===== config.mk =====
export PLATFORM = sky130hd
export DESIGN_NAME = tmc_timer
export DESIGN_NICKNAME = d
export VERILOG_FILES = /design/src/core/tmc_pkg.sv /design/src/core/tmc_timer.sv
export VERILOG_INCLUDE_DIRS = /design/src /design/src/core
export SDC_FILE = /design/constraint.sdc
export NUM_CORES = 1
export LEC_CHECK = 0
export ABC_AREA = 0
export ABC_CLOCK_PERIOD_IN_PS = 2950
export BUFFER_PORTS_ARGS = -buffer_cell sky130_fd_sc_hd__buf_2
export CORE_ASPECT_RATIO = 0.7
export CORE_MARGIN = 2
export CORE_UTILIZATION = 29
export CTS_CLUSTER_DIAMETER = 60
export DETAILED_ROUTE_END_ITERATION = 6
export RECOVER_POWER = 50
export SLEW_MARGIN = 20
export SYNTH_ARGS = -nofsm -noshare
export SYNTH_HDL_FRONTEND = slang
export SYNTH_SLANG_ARGS = --single-unit

===== constraint.sdc =====
create_clock -name mclk -period 2.95 [get_ports mclk]
set_clock_uncertainty 0.1 [all_clocks]
set_input_delay 0.4425 -clock mclk [delete_from_list [all_inputs] [get_ports mclk]]
set_output_delay 0.4425 -clock mclk [all_outputs]
set_load 0.005 [all_outputs]

===== src/core/tmc_defs.svh =====
`ifndef TMC_DEFS_SVH
`define TMC_DEFS_SVH

// Register byte offsets
`define TMC_OFS_CTRL 5'h00
`define TMC_OFS_COUNT 5'h04
`define TMC_OFS_CMPA 5'h08
`define TMC_OFS_CMPB 5'h0C
`define TMC_OFS_FLAGS 5'h10
`define TMC_OFS_IRQEN 5'h14
`define TMC_OFS_PINCFG 5'h18

// Control register fields
`define TMC_CTRL_W 10
`define TMC_FORCE_A_BIT 10
`define TMC_FORCE_B_BIT 11

// Flag, enable and pin configuration bit positions
`define TMC_FLAG_OVF 0
`define TMC_FLAG_CMPA 1
`define TMC_FLAG_CMPB 2
`define TMC_PIN_DATA_A 0
`define TMC_PIN_DIR_A 1
`define TMC_PIN_DATA_B 2
`define TMC_PIN_DIR_B 3

// Waveform mode codes
`define TMC_WGM_NORMAL 3'h0
`define TMC_WGM_CTC 3'h2

// Counter extremes
`define TMC_BOTTOM 8'h00
`define TMC_MAX 8'hFF

// Reset values
`define TMC_RST_CTRL 10'h000
`define TMC_RST_BYTE 8'h00

// Prescale divide-by-minus-one per clock select code 1..7 (1,8,32,64,128,256,1024)
`define TMC_DIV_1 10'h000
`define TMC_DIV_8 10'h007
`define TMC_DIV_32 10'h01F
`define TMC_DIV_64 10'h03F
`define TMC_DIV_128 10'h07F
`define TMC_DIV_256 10'h0FF
`define TMC_DIV_1024 10'h3FF

// Bus responses
`define TMC_RESP_OKAY 2'h0
`define TMC_RESP_SLVERR 2'h2

`endif


===== src/core/tmc_pkg.sv =====
package tmc_pkg;

    // Compare output action taken on a match or a force
    typedef enum logic [1:0] {TMC_COM_NONE, TMC_COM_TOGGLE, TMC_COM_CLEAR, TMC_COM_SET} tmc_com_t;

    // Stored control settings, low bits of the control register
    typedef struct packed {
        logic [2:0] clock_select_field;
        tmc_com_t compare_output_mode_b;
        tmc_com_t compare_output_mode_a;
        logic [2:0] waveform_mode_select;
    } tmc_ctrl_t;

    // Port pin settings
    typedef struct packed {
        logic dir_b;
        logic data_b;
        logic dir_a;
        logic data_a;
    } tmc_pin_t;

endpackage


===== src/core/tmc_timer.sv =====
// How it works
// RULE1 - Compare counter with both compare values continuously
// RULE2 - Compare flag sets one tick after equality
// RULE3 - Enabled flag requests interrupt; acknowledge clears it
// RULE4 - Writing one clears flag; zero leaves it
// RULE5 - PWM modes buffer compare; load at bottom
// RULE6 - Writes hit buffer or active register directly
// RULE7 - Force strobe acts on output, no flag
// RULE8 - Counter write blocks matches in next tick
// RULE9 - Waveform output keeps value across mode change
// RULE10 - Output mode change acts at next match
// RULE11 - Nonzero output mode overrides port data
// RULE12 - Pin driven only when direction is output
// RULE13 - Output mode zero leaves waveform output alone
// RULE14 - Normal mode counts up, wraps FF to 00
// RULE15 - Normal mode overflow flag set at zero
// RULE16 - Clear-on-match mode clears counter at compare A
// RULE17 - Compare A below counter means wrap first
// RULE18 - Toggle mode inverts output A each match
// RULE19 - Toggle frequency set by prescale and compare A
// RULE20 - Clear-on-match overflow flag set at MAX rollover
// RULE21 - Software avoids writing counter equal to compare
// RULE22 - Software sets output state before enabling pin
// RULE23 - Clock select zero stops tick; writes win
// RULE24 - Hardware set beats simultaneous software clear
// RULE25 - Force strobe bits always read zero
//
// The AXI4-Lite interface to the registers and the register offsets were left to the implementer.
`timescale 1ns/1ps
`default_nettype none
`include "tmc_defs.svh"

module tmc_timer
    import tmc_pkg::*;
#(
    parameter int ADDR_W = 5
)
(
    // Clock and reset
    input wire logic mclk,
    input wire logic rst,
    // AXI4-Lite write channels
    input wire logic [ADDR_W-1:0] s_axi_awaddr,
    input wire logic s_axi_awvalid,
    output logic s_axi_awready,
    input wire logic [31:0] s_axi_wdata,
    input wire logic [3:0] s_axi_wstrb,
    input wire logic s_axi_wvalid,
    output logic s_axi_wready,
    output logic [1:0] s_axi_bresp,
    output logic s_axi_bvalid,
    input wire logic s_axi_bready,
    // AXI4-Lite read channels
    input wire logic [ADDR_W-1:0] s_axi_araddr,
    input wire logic s_axi_arvalid,
    output logic s_axi_arready,
    output logic [31:0] s_axi_rdata,
    output logic [1:0] s_axi_rresp,
    output logic s_axi_rvalid,
    input wire logic s_axi_rready,
    // Interrupt request and execution acknowledge, bit order overflow, A, B
    output logic [2:0] irq_req,
    input wire logic [2:0] irq_ack,
    // Port pins
    output logic pin_a_out,
    output logic pin_a_oe,
    output logic pin_b_out,
    output logic pin_b_oe
);

    tmc_ctrl_t ctrl;
    tmc_pin_t pins;
    logic [7:0] counter_value;
    logic [7:0] compare_a_value;
    logic [7:0] compare_b_value;
    logic [7:0] compare_a_buf;
    logic [7:0] compare_b_buf;
    logic overflow_flag;
    logic compare_a_flag;
    logic compare_b_flag;
    logic [2:0] irq_en;
    logic wave_out_a;
    logic wave_out_b;
    logic block_pending;
    logic [9:0] presc;
    logic [9:0] div_m1;
    logic timer_tick;
    logic pwm_mode;
    logic match_a;
    logic match_b;
    logic aw_held;
    logic w_held;
    logic [ADDR_W-1:0] aw_addr;
    logic [31:0] w_data;
    logic [3:0] w_strb;
    logic wr_fire;
    logic wr_ctrl;
    logic wr_count;
    logic wr_cmpa;
    logic wr_cmpb;
    logic wr_flags;
    logic wr_irqen;
    logic wr_pin;
    logic wr_mapped;
    logic [15:0] ctrl_merged;
    tmc_ctrl_t next_ctrl;
    logic force_a;
    logic force_b;
    logic set_ovf;
    logic set_a;
    logic set_b;
    logic clr_ovf;
    logic clr_a;
    logic clr_b;
    logic [31:0] rd_word;
    logic rd_ok;

    // Apply one compare output action to the waveform bit
    function automatic logic wave_action(input tmc_com_t com, input logic cur);
        case (com)
            TMC_COM_TOGGLE: wave_action = ~cur;
            TMC_COM_CLEAR: wave_action = 1'b0;
            TMC_COM_SET: wave_action = 1'b1;
            default: wave_action = cur;
        endcase
    endfunction

    // Write path: address and data are held separately, then joined
    assign s_axi_awready = !aw_held && !s_axi_bvalid;
    assign s_axi_wready = !w_held && !s_axi_bvalid;
    assign wr_fire = aw_held && w_held && !s_axi_bvalid;

    always_ff @(posedge mclk)
    begin
        if (rst)
        begin
            aw_held <= 1'b0;
            w_held <= 1'b0;
            aw_addr <= '0;
            w_data <= 32'h0000_0000;
            w_strb <= 4'h0;
        end
        else
        begin
            if (s_axi_awvalid && s_axi_awready)
            begin
                aw_held <= 1'b1;
                aw_addr <= s_axi_awaddr;
            end
            else if (wr_fire)
                aw_held <= 1'b0;
            if (s_axi_wvalid && s_axi_wready)
            begin
                w_held <= 1'b1;
                w_data <= s_axi_wdata;
                w_strb <= s_axi_wstrb;
            end
            else if (wr_fire)
                w_held <= 1'b0;
        end
    end

    // Write decode; byte lane 0 carries every 8-bit register
    assign wr_ctrl = wr_fire && aw_addr == `TMC_OFS_CTRL;
    assign wr_count = wr_fire && aw_addr == `TMC_OFS_COUNT && w_strb[0];
    assign wr_cmpa = wr_fire && aw_addr == `TMC_OFS_CMPA && w_strb[0];
    assign wr_cmpb = wr_fire && aw_addr == `TMC_OFS_CMPB && w_strb[0];
    assign wr_flags = wr_fire && aw_addr == `TMC_OFS_FLAGS && w_strb[0];
    assign wr_irqen = wr_fire && aw_addr == `TMC_OFS_IRQEN && w_strb[0];
    assign wr_pin = wr_fire && aw_addr == `TMC_OFS_PINCFG && w_strb[0];
    assign wr_mapped = aw_addr == `TMC_OFS_CTRL || aw_addr == `TMC_OFS_COUNT
        || aw_addr == `TMC_OFS_CMPA || aw_addr == `TMC_OFS_CMPB
        || aw_addr == `TMC_OFS_FLAGS || aw_addr == `TMC_OFS_IRQEN
        || aw_addr == `TMC_OFS_PINCFG;

    // Write response, unmapped addresses answer SLVERR
    always_ff @(posedge mclk)
    begin
        if (rst)
        begin
            s_axi_bvalid <= 1'b0;
            s_axi_bresp <= `TMC_RESP_OKAY;
        end
        else if (wr_fire)
        begin
            s_axi_bvalid <= 1'b1;
            s_axi_bresp <= wr_mapped ? `TMC_RESP_OKAY : `TMC_RESP_SLVERR;
        end
        else if (s_axi_bready)
            s_axi_bvalid <= 1'b0;
    end

    // Control merge by byte lane; the new output mode counts at once
    assign ctrl_merged = {w_strb[1] ? w_data[15:8] : {6'h00, ctrl[9:8]},
        w_strb[0] ? w_data[7:0] : ctrl[7:0]};
    assign next_ctrl = wr_ctrl ? tmc_ctrl_t'(ctrl_merged[9:0]) : ctrl;

    always_ff @(posedge mclk)
    begin
        if (rst)
            ctrl <= tmc_ctrl_t'(`TMC_RST_CTRL);
        else
            ctrl <= next_ctrl;
    end

    // Small registers: interrupt enables and port pin settings
    always_ff @(posedge mclk)
    begin
        if (rst)
        begin
            irq_en <= 3'h0;
            pins <= 4'h0;
        end
        else
        begin
            if (wr_irqen)
                irq_en <= w_data[2:0];
            if (wr_pin)
                pins <= w_data[3:0];
        end
    end

    // Prescaler; divide table gives the toggle rate of clear-on-match mode
    // RULE19 prescale selection
    always_comb
    begin
        case (ctrl.clock_select_field)
            3'h1: div_m1 = `TMC_DIV_1;
            3'h2: div_m1 = `TMC_DIV_8;
            3'h3: div_m1 = `TMC_DIV_32;
            3'h4: div_m1 = `TMC_DIV_64;
            3'h5: div_m1 = `TMC_DIV_128;
            3'h6: div_m1 = `TMC_DIV_256;
            default: div_m1 = `TMC_DIV_1024;
        endcase
    end

    // RULE23 stopped tick
    assign timer_tick = ctrl.clock_select_field != 3'h0 && presc == div_m1;

    always_ff @(posedge mclk)
    begin
        if (rst || timer_tick || ctrl.clock_select_field == 3'h0)
            presc <= 10'h000;
        else
            presc <= presc + 10'h001;
    end

    // Odd mode codes are the PWM modes
    assign pwm_mode = ctrl.waveform_mode_select[0];

    // RULE1 comparators
    // RULE8 blocked matches
    assign match_a = counter_value == compare_a_value && !block_pending;
    assign match_b = counter_value == compare_b_value && !block_pending;

    // A counter write arms the block until the next tick, even when stopped
    // RULE8 block window
    always_ff @(posedge mclk)
    begin
        if (rst)
            block_pending <= 1'b0;
        else if (wr_count)
            block_pending <= 1'b1;
        else if (timer_tick)
            block_pending <= 1'b0;
    end

    // Counter; a CPU write beats clear and count
    // RULE23 write priority
    // RULE14 normal wrap
    // RULE16 clear at compare A
    // RULE17 missed top wraps
    always_ff @(posedge mclk)
    begin
        if (rst)
            counter_value <= `TMC_RST_BYTE;
        else if (wr_count)
            counter_value <= w_data[7:0];
        else if (timer_tick)
        begin
            if (ctrl.waveform_mode_select == `TMC_WGM_CTC && match_a)
                counter_value <= `TMC_BOTTOM;
            else
                counter_value <= counter_value + 8'h01;
        end
    end

    // Compare registers; PWM loads the buffer and transfers at bottom
    // RULE5 buffer transfer
    // RULE6 access routing
    always_ff @(posedge mclk)
    begin
        if (rst)
        begin
            compare_a_buf <= `TMC_RST_BYTE;
            compare_b_buf <= `TMC_RST_BYTE;
            compare_a_value <= `TMC_RST_BYTE;
            compare_b_value <= `TMC_RST_BYTE;
        end
        else
        begin
            if (wr_cmpa)
                compare_a_buf <= w_data[7:0];
            if (wr_cmpb)
                compare_b_buf <= w_data[7:0];
            if (!pwm_mode)
            begin
                if (wr_cmpa)
                    compare_a_value <= w_data[7:0];
                if (wr_cmpb)
                    compare_b_value <= w_data[7:0];
            end
            else if (timer_tick && counter_value == `TMC_MAX && !wr_count)
            begin
                compare_a_value <= compare_a_buf;
                compare_b_value <= compare_b_buf;
            end
        end
    end

    // Flag set and clear terms
    // RULE2 flag one tick later
    // RULE15 overflow at zero
    // RULE20 overflow at rollover
    assign set_a = timer_tick && match_a;
    assign set_b = timer_tick && match_b;
    assign set_ovf = timer_tick && counter_value == `TMC_MAX && !wr_count;
    // RULE4 write one clears
    // RULE3 cleared on execution
    assign clr_a = (wr_flags && w_data[`TMC_FLAG_CMPA]) || irq_ack[`TMC_FLAG_CMPA];
    assign clr_b = (wr_flags && w_data[`TMC_FLAG_CMPB]) || irq_ack[`TMC_FLAG_CMPB];
    assign clr_ovf = (wr_flags && w_data[`TMC_FLAG_OVF]) || irq_ack[`TMC_FLAG_OVF];

    // Sticky flags; a set in the clearing cycle is kept
    // RULE24 set beats clear
    always_ff @(posedge mclk)
    begin
        if (rst)
        begin
            overflow_flag <= 1'b0;
            compare_a_flag <= 1'b0;
            compare_b_flag <= 1'b0;
        end
        else
        begin
            overflow_flag <= set_ovf || (overflow_flag && !clr_ovf);
            compare_a_flag <= set_a || (compare_a_flag && !clr_a);
            compare_b_flag <= set_b || (compare_b_flag && !clr_b);
        end
    end

    // RULE3 interrupt request
    assign irq_req = {compare_b_flag, compare_a_flag, overflow_flag} & irq_en;

    // Force strobes exist only as write pulses, never stored
    // RULE7 force only outside PWM
    assign force_a = wr_ctrl && w_strb[1] && w_data[`TMC_FORCE_A_BIT] && !pwm_mode;
    assign force_b = wr_ctrl && w_strb[1] && w_data[`TMC_FORCE_B_BIT] && !pwm_mode;

    // Waveform bits change only by actions, so a mode change keeps them
    // RULE9 value retained
    // RULE10 unbuffered output mode
    // RULE13 zero mode no action
    // RULE18 toggle on match
    always_ff @(posedge mclk)
    begin
        if (rst)
        begin
            wave_out_a <= 1'b0;
            wave_out_b <= 1'b0;
        end
        else
        begin
            if (force_a || (set_a && !pwm_mode))
                wave_out_a <= wave_action(next_ctrl.compare_output_mode_a, wave_out_a);
            if (force_b || (set_b && !pwm_mode))
                wave_out_b <= wave_action(next_ctrl.compare_output_mode_b, wave_out_b);
        end
    end

    // Pin drivers, registered so the pads see clean levels
    // RULE11 port override
    // RULE12 direction gate
    always_ff @(posedge mclk)
    begin
        if (rst)
        begin
            pin_a_out <= 1'b0;
            pin_a_oe <= 1'b0;
            pin_b_out <= 1'b0;
            pin_b_oe <= 1'b0;
        end
        else
        begin
            pin_a_out <= ctrl.compare_output_mode_a != TMC_COM_NONE ? wave_out_a : pins.data_a;
            pin_a_oe <= pins.dir_a;
            pin_b_out <= ctrl.compare_output_mode_b != TMC_COM_NONE ? wave_out_b : pins.data_b;
            pin_b_oe <= pins.dir_b;
        end
    end

    // Read mux; the force bits are absent, so they read zero
    // RULE25 force reads zero
    // RULE6 read routing
    always_comb
    begin
        rd_word = 32'h0000_0000;
        rd_ok = 1'b1;
        case (s_axi_araddr)
            `TMC_OFS_CTRL: rd_word = {22'h00_0000, ctrl};
            `TMC_OFS_COUNT: rd_word = {24'h00_0000, counter_value};
            `TMC_OFS_CMPA: rd_word = {24'h00_0000, pwm_mode ? compare_a_buf : compare_a_value};
            `TMC_OFS_CMPB: rd_word = {24'h00_0000, pwm_mode ? compare_b_buf : compare_b_value};
            `TMC_OFS_FLAGS: rd_word = {29'h0000_0000, compare_b_flag, compare_a_flag,
                overflow_flag};
            `TMC_OFS_IRQEN: rd_word = {29'h0000_0000, irq_en};
            `TMC_OFS_PINCFG: rd_word = {28'h000_0000, pins};
            default: rd_ok = 1'b0;
        endcase
    end

    // Read channel answers one cycle after the address is taken
    assign s_axi_arready = !s_axi_rvalid;

    always_ff @(posedge mclk)
    begin
        if (rst)
        begin
            s_axi_rvalid <= 1'b0;
            s_axi_rdata <= 32'h0000_0000;
            s_axi_rresp <= `TMC_RESP_OKAY;
        end
        else if (s_axi_arvalid && s_axi_arready)
        begin
            s_axi_rvalid <= 1'b1;
            s_axi_rdata <= rd_word;
            s_axi_rresp <= rd_ok ? `TMC_RESP_OKAY : `TMC_RESP_SLVERR;
        end
        else if (s_axi_rready)
            s_axi_rvalid <= 1'b0;
    end
endmodule // tmc_timer

`default_nettype wire


==> key figures <==
Routing
  – Initial drt markers: ~270
  – DR vias: about 4800
  – Drt wl/cell: 15.1 um
  – Final ANT Viol Nets: 0
  – Vias per inst: ~4.8
  – Wirelength, routed: 15100 um
  – Residual DRC count: 0
  – Drt pass-1 iters: 4

Final layout
  – Number of nets in the layout: roughly 800
  – Synth-to-layout area growth: 12.6%
  – Layout cells sized above 1: 0.149
  – Inserted Diodes: 0
  – Filler Cells Inserted: roughly 2100
  – Layout Cells excl Fill: ~1000
  – Post-route cell area: around 6600 sq um

Pwr
  – Lkg Pwr: roughly 2.5 nW
  – Switching Fraction: 0.252
  – Comb pwr share: 0.065
  – Pwr dens: roughly 450 nW/um^2
  – Total Power: around 3.0 mW
  – Clock network fraction of total power: 0.405
  – Int Power: 2.22 mW
  – Worst IR Drop VDD: 0.289 mV
  – P_sw: approximately 0.75 mW
  – Reg power frac: 0.531

Placement
  – PortBufs: 57
  – Final Wtd Congestion: roughly 0.8
  – Placed Area: between 6000 and 7000 sq um
  – DPL Wire Length: approximately 11000 um
  – Placed cells: slightly below 1000

Clocking
  – Clk buf depth: 2
  – Clk sinks: roughly 110
  – Post_cts resized: 0
  – Post-CTS Hold Buffers: 0
  – H-tree depth: 3
  – CTS tree: built
  – CTS root buffer: clkbuf_16
  – Skew-Pair Late Insertion Delay: around 0.35 ns
  – Setup bufs post-CTS: 0
  – Total CTS buffers: 9
  – Reg clk slew, reported paths: 0.08 ns

Die
  – Initial Util: 0.296
  – Die footprint: approximately 21000 sq um
  – DIE HEIGHT: roughly 120 um
  – Core ar.: ~20000 sq um
  – # IOs: about 100
  – Die Wd: 174 um
  – FP Rows: between 40 and 50

Run
  – Max Cap Violations: 1

Timing
  – Final period util: 0.859
  – Fmax: between 300 and 400 MHz
  – Worst Hold Slack: around 0.18 ns
  – Slew @ Worst Pin: between 1.5 and 2 ns
  – Tmin final: ~2.5 ns
  – Setup TNS Final: 0 ns
  – Pins Over Slew Limit: 45
  – Unrepaired setup endpoints after global routing: no
  – Final Hold Viols: 0
  – Endpoints failing setup: 0
  – Headroom to the max-slew limit: -0.320

Critical path
  – Critical Path Fanout Max: 12
  – Reg-to-reg startpoint: ctrl[9]
  – Worst endpoint required time: approximately 3.1 ns
  – CP arrival: ~2.7 ns
  – Setup crit end kind: register
  – Critical path class: register to register
  – Setup crit start: ctrl[9]
  – CP startpoint kind: register
  – R2R cell count: 5

GRT
  – Remaining global-route overflow: 0
  – Initial antenna violation count: 0
  – Number of global-route vias before repair: around 4400
  – Largest net degree at the start of global routing: 46
  – First-pass GRT wire length: between 20000 and 25000 um
  – Gr usage total: 0.145

Yosys
  – Post-synth cell types: 63
  – Post-synth EDFFs: 0
  – Post-synth ARST share: 0
  – Seq/Total Area, Yosys: 0.383
  – Syn. warnings: 0
  – Primary FF master, synth: dfxtp_1
  – Syn Inst Count: 682
  – Synth Register Bits: approximately 110
  – Synthesized area per cell: approximately 8.6 sq um
  – Synth Cell Area: a little under 6000 sq um

Outcome
  – Status: finished, violations left
  – Failing checks: capacitance limit, slew limit

Worst hold path
  – Hold depth: 2
  – Hold Crit Class: primary input to register
  – Hold_sp: s_axi_rready
[synth_stat cells, types with 4 or more instances]
cell type    n  area share
buf_1        5      0.0032
a311oi_1     6      0.0090
nand3_1     21       0.018
xor2_1       8       0.012
nor3_1       6      0.0051
and2_1       4      0.0043
o21ai_0     17       0.015
and3_1      10       0.011
mux2_4       8       0.021
buf_4       28       0.036
o21bai_1     4      0.0051
xnor2_1     20       0.030
nand4b_1     6      0.0090
clkbuf_1    27       0.017
mux2_1       8       0.015
inv_1        9      0.0058
buf_2        7      0.0060
o22ai_1      9      0.0096
nor2_1      97       0.062
mux2i_1     58       0.099
dfxtp_1    112        0.38
nor2b_1     30       0.032
nand2_1     57       0.037
a21oi_1     63       0.054
nand2b_1     4      0.0043
[layer usage]
metal | global-route usage | share of wire | vias to the layer above
li1 | - | - | 2388
met1 | 0.222 | 0.52 | 2241
met2 | 0.192 | 0.37 | 122
met3 | 0.0470 | 0.095 | 8
met4 | 0.0315 | 0.0095 | 0
met5 | 0 | 0 | -
[stage by stage]
step | worst slack [ns] | utilization
floorplan | 0.730 | -
global placement | 0.469 | 0.319
detailed placement | 0.431 | 0.319
CTS | 0.418 | 0.334
global route | 0.207 | 0.333
finish | 0.417 | 0.333
[final timing paths]
check | to | slack, ns
worst min-delay path | s_axi_rvalid | 0.18
worst min register to register | s_axi_rdata[8] | 0.35
worst max-delay path | compare_b_value[5] | 0.42
worst max register to register | compare_b_value[5] | 0.42
[layout by cell type (no fill, tap or decap), drive strengths merged, types with 3 or more instances in the layout]
| cell type | n |
|---|---|
| nand3b | 3 |
| nor3 | 7 |
| a311oi | 6 |
| inv | 13 |
| nand4b | 6 |
| mux4 | 3 |
| dfxtp | 112 |
| clkbuf | 20 |
| and2 | 5 |
| and3 | 10 |
| nand2b | 4 |
| mux2 | 16 |
| nor2 | 97 |
| xnor2 | 20 |
| nor4 | 3 |
| o21ai | 17 |
| or2 | 3 |
| a31oi | 3 |
| a21oi | 63 |
| a22oi | 3 |
| o22ai | 9 |
| nor2b | 30 |
| or4 | 3 |
| buf | 64 |
| conb | 24 |
| nand3 | 21 |
| o21bai | 4 |
| xor2 | 8 |
| nand4 | 3 |
| mux2i | 58 |
| nand2 | 58 |
[power by group through the flow]
| stage | sequential (mW) | clock [mW] | combinational [mW] |
|---|---|---|---|
| final | 1.58 | 1.20 | 0.193 |
| after floorplan | 1.59 | 0 | 0.159 |
| after CTS | 1.57 | 1.24 | 0.195 |
| after global routing | 1.58 | 1.30 | 0.218 |
| after global placement | 1.61 | 0 | 0.192 |
| after detailed placement | 1.61 | 0 | 0.194 |
[cell families after synthesis]
family | Yosys count | synth area share
simple gates | 265 | 0.227
compound gates | 119 | 0.125
flops | 112 | 0.383
buf+inv | 78 | 0.0720
mux | 77 | 0.147
xor+xnor | 28 | 0.0419
fa+ha+maj | 2 | 0.00427
other cells | 1 | 0.000640
[state kept, by name, indices dropped and copies added, names as in the netlist, 2 cells and up]
name	flops
w_data	12
ctrl	10
presc	10
s_axi_rdata	10
compare_a_buf	8
compare_a_value	8
compare_b_buf	8
compare_b_value	8
counter_value	8
aw_addr	5
pins	4
irq_en	3
w_strb	2
[area by class of cell]
cell class,count,area [sq um],share of cell area
Clock buffer,10,239,0.0362
Multi-Input combinational cell,515,3280,0.497
Inverter,9,33.8,0.00512
Tap cell,270,338,0.0512
Timing Repair Buffer,74,414,0.0628
Sequential cell,112,2240,0.340
Clock inverter,6,48.8,0.00740
[worst max-delay path, stage by stage, from the launching register on]
cell,delay [ns]
dfxtp_1,0.49
or4_1,0.61
a22oi_2,0.22
and3_1,0.40
a22oi_4,0.25
mux2_4,0.35
Power figures use the tool's default switching activity.
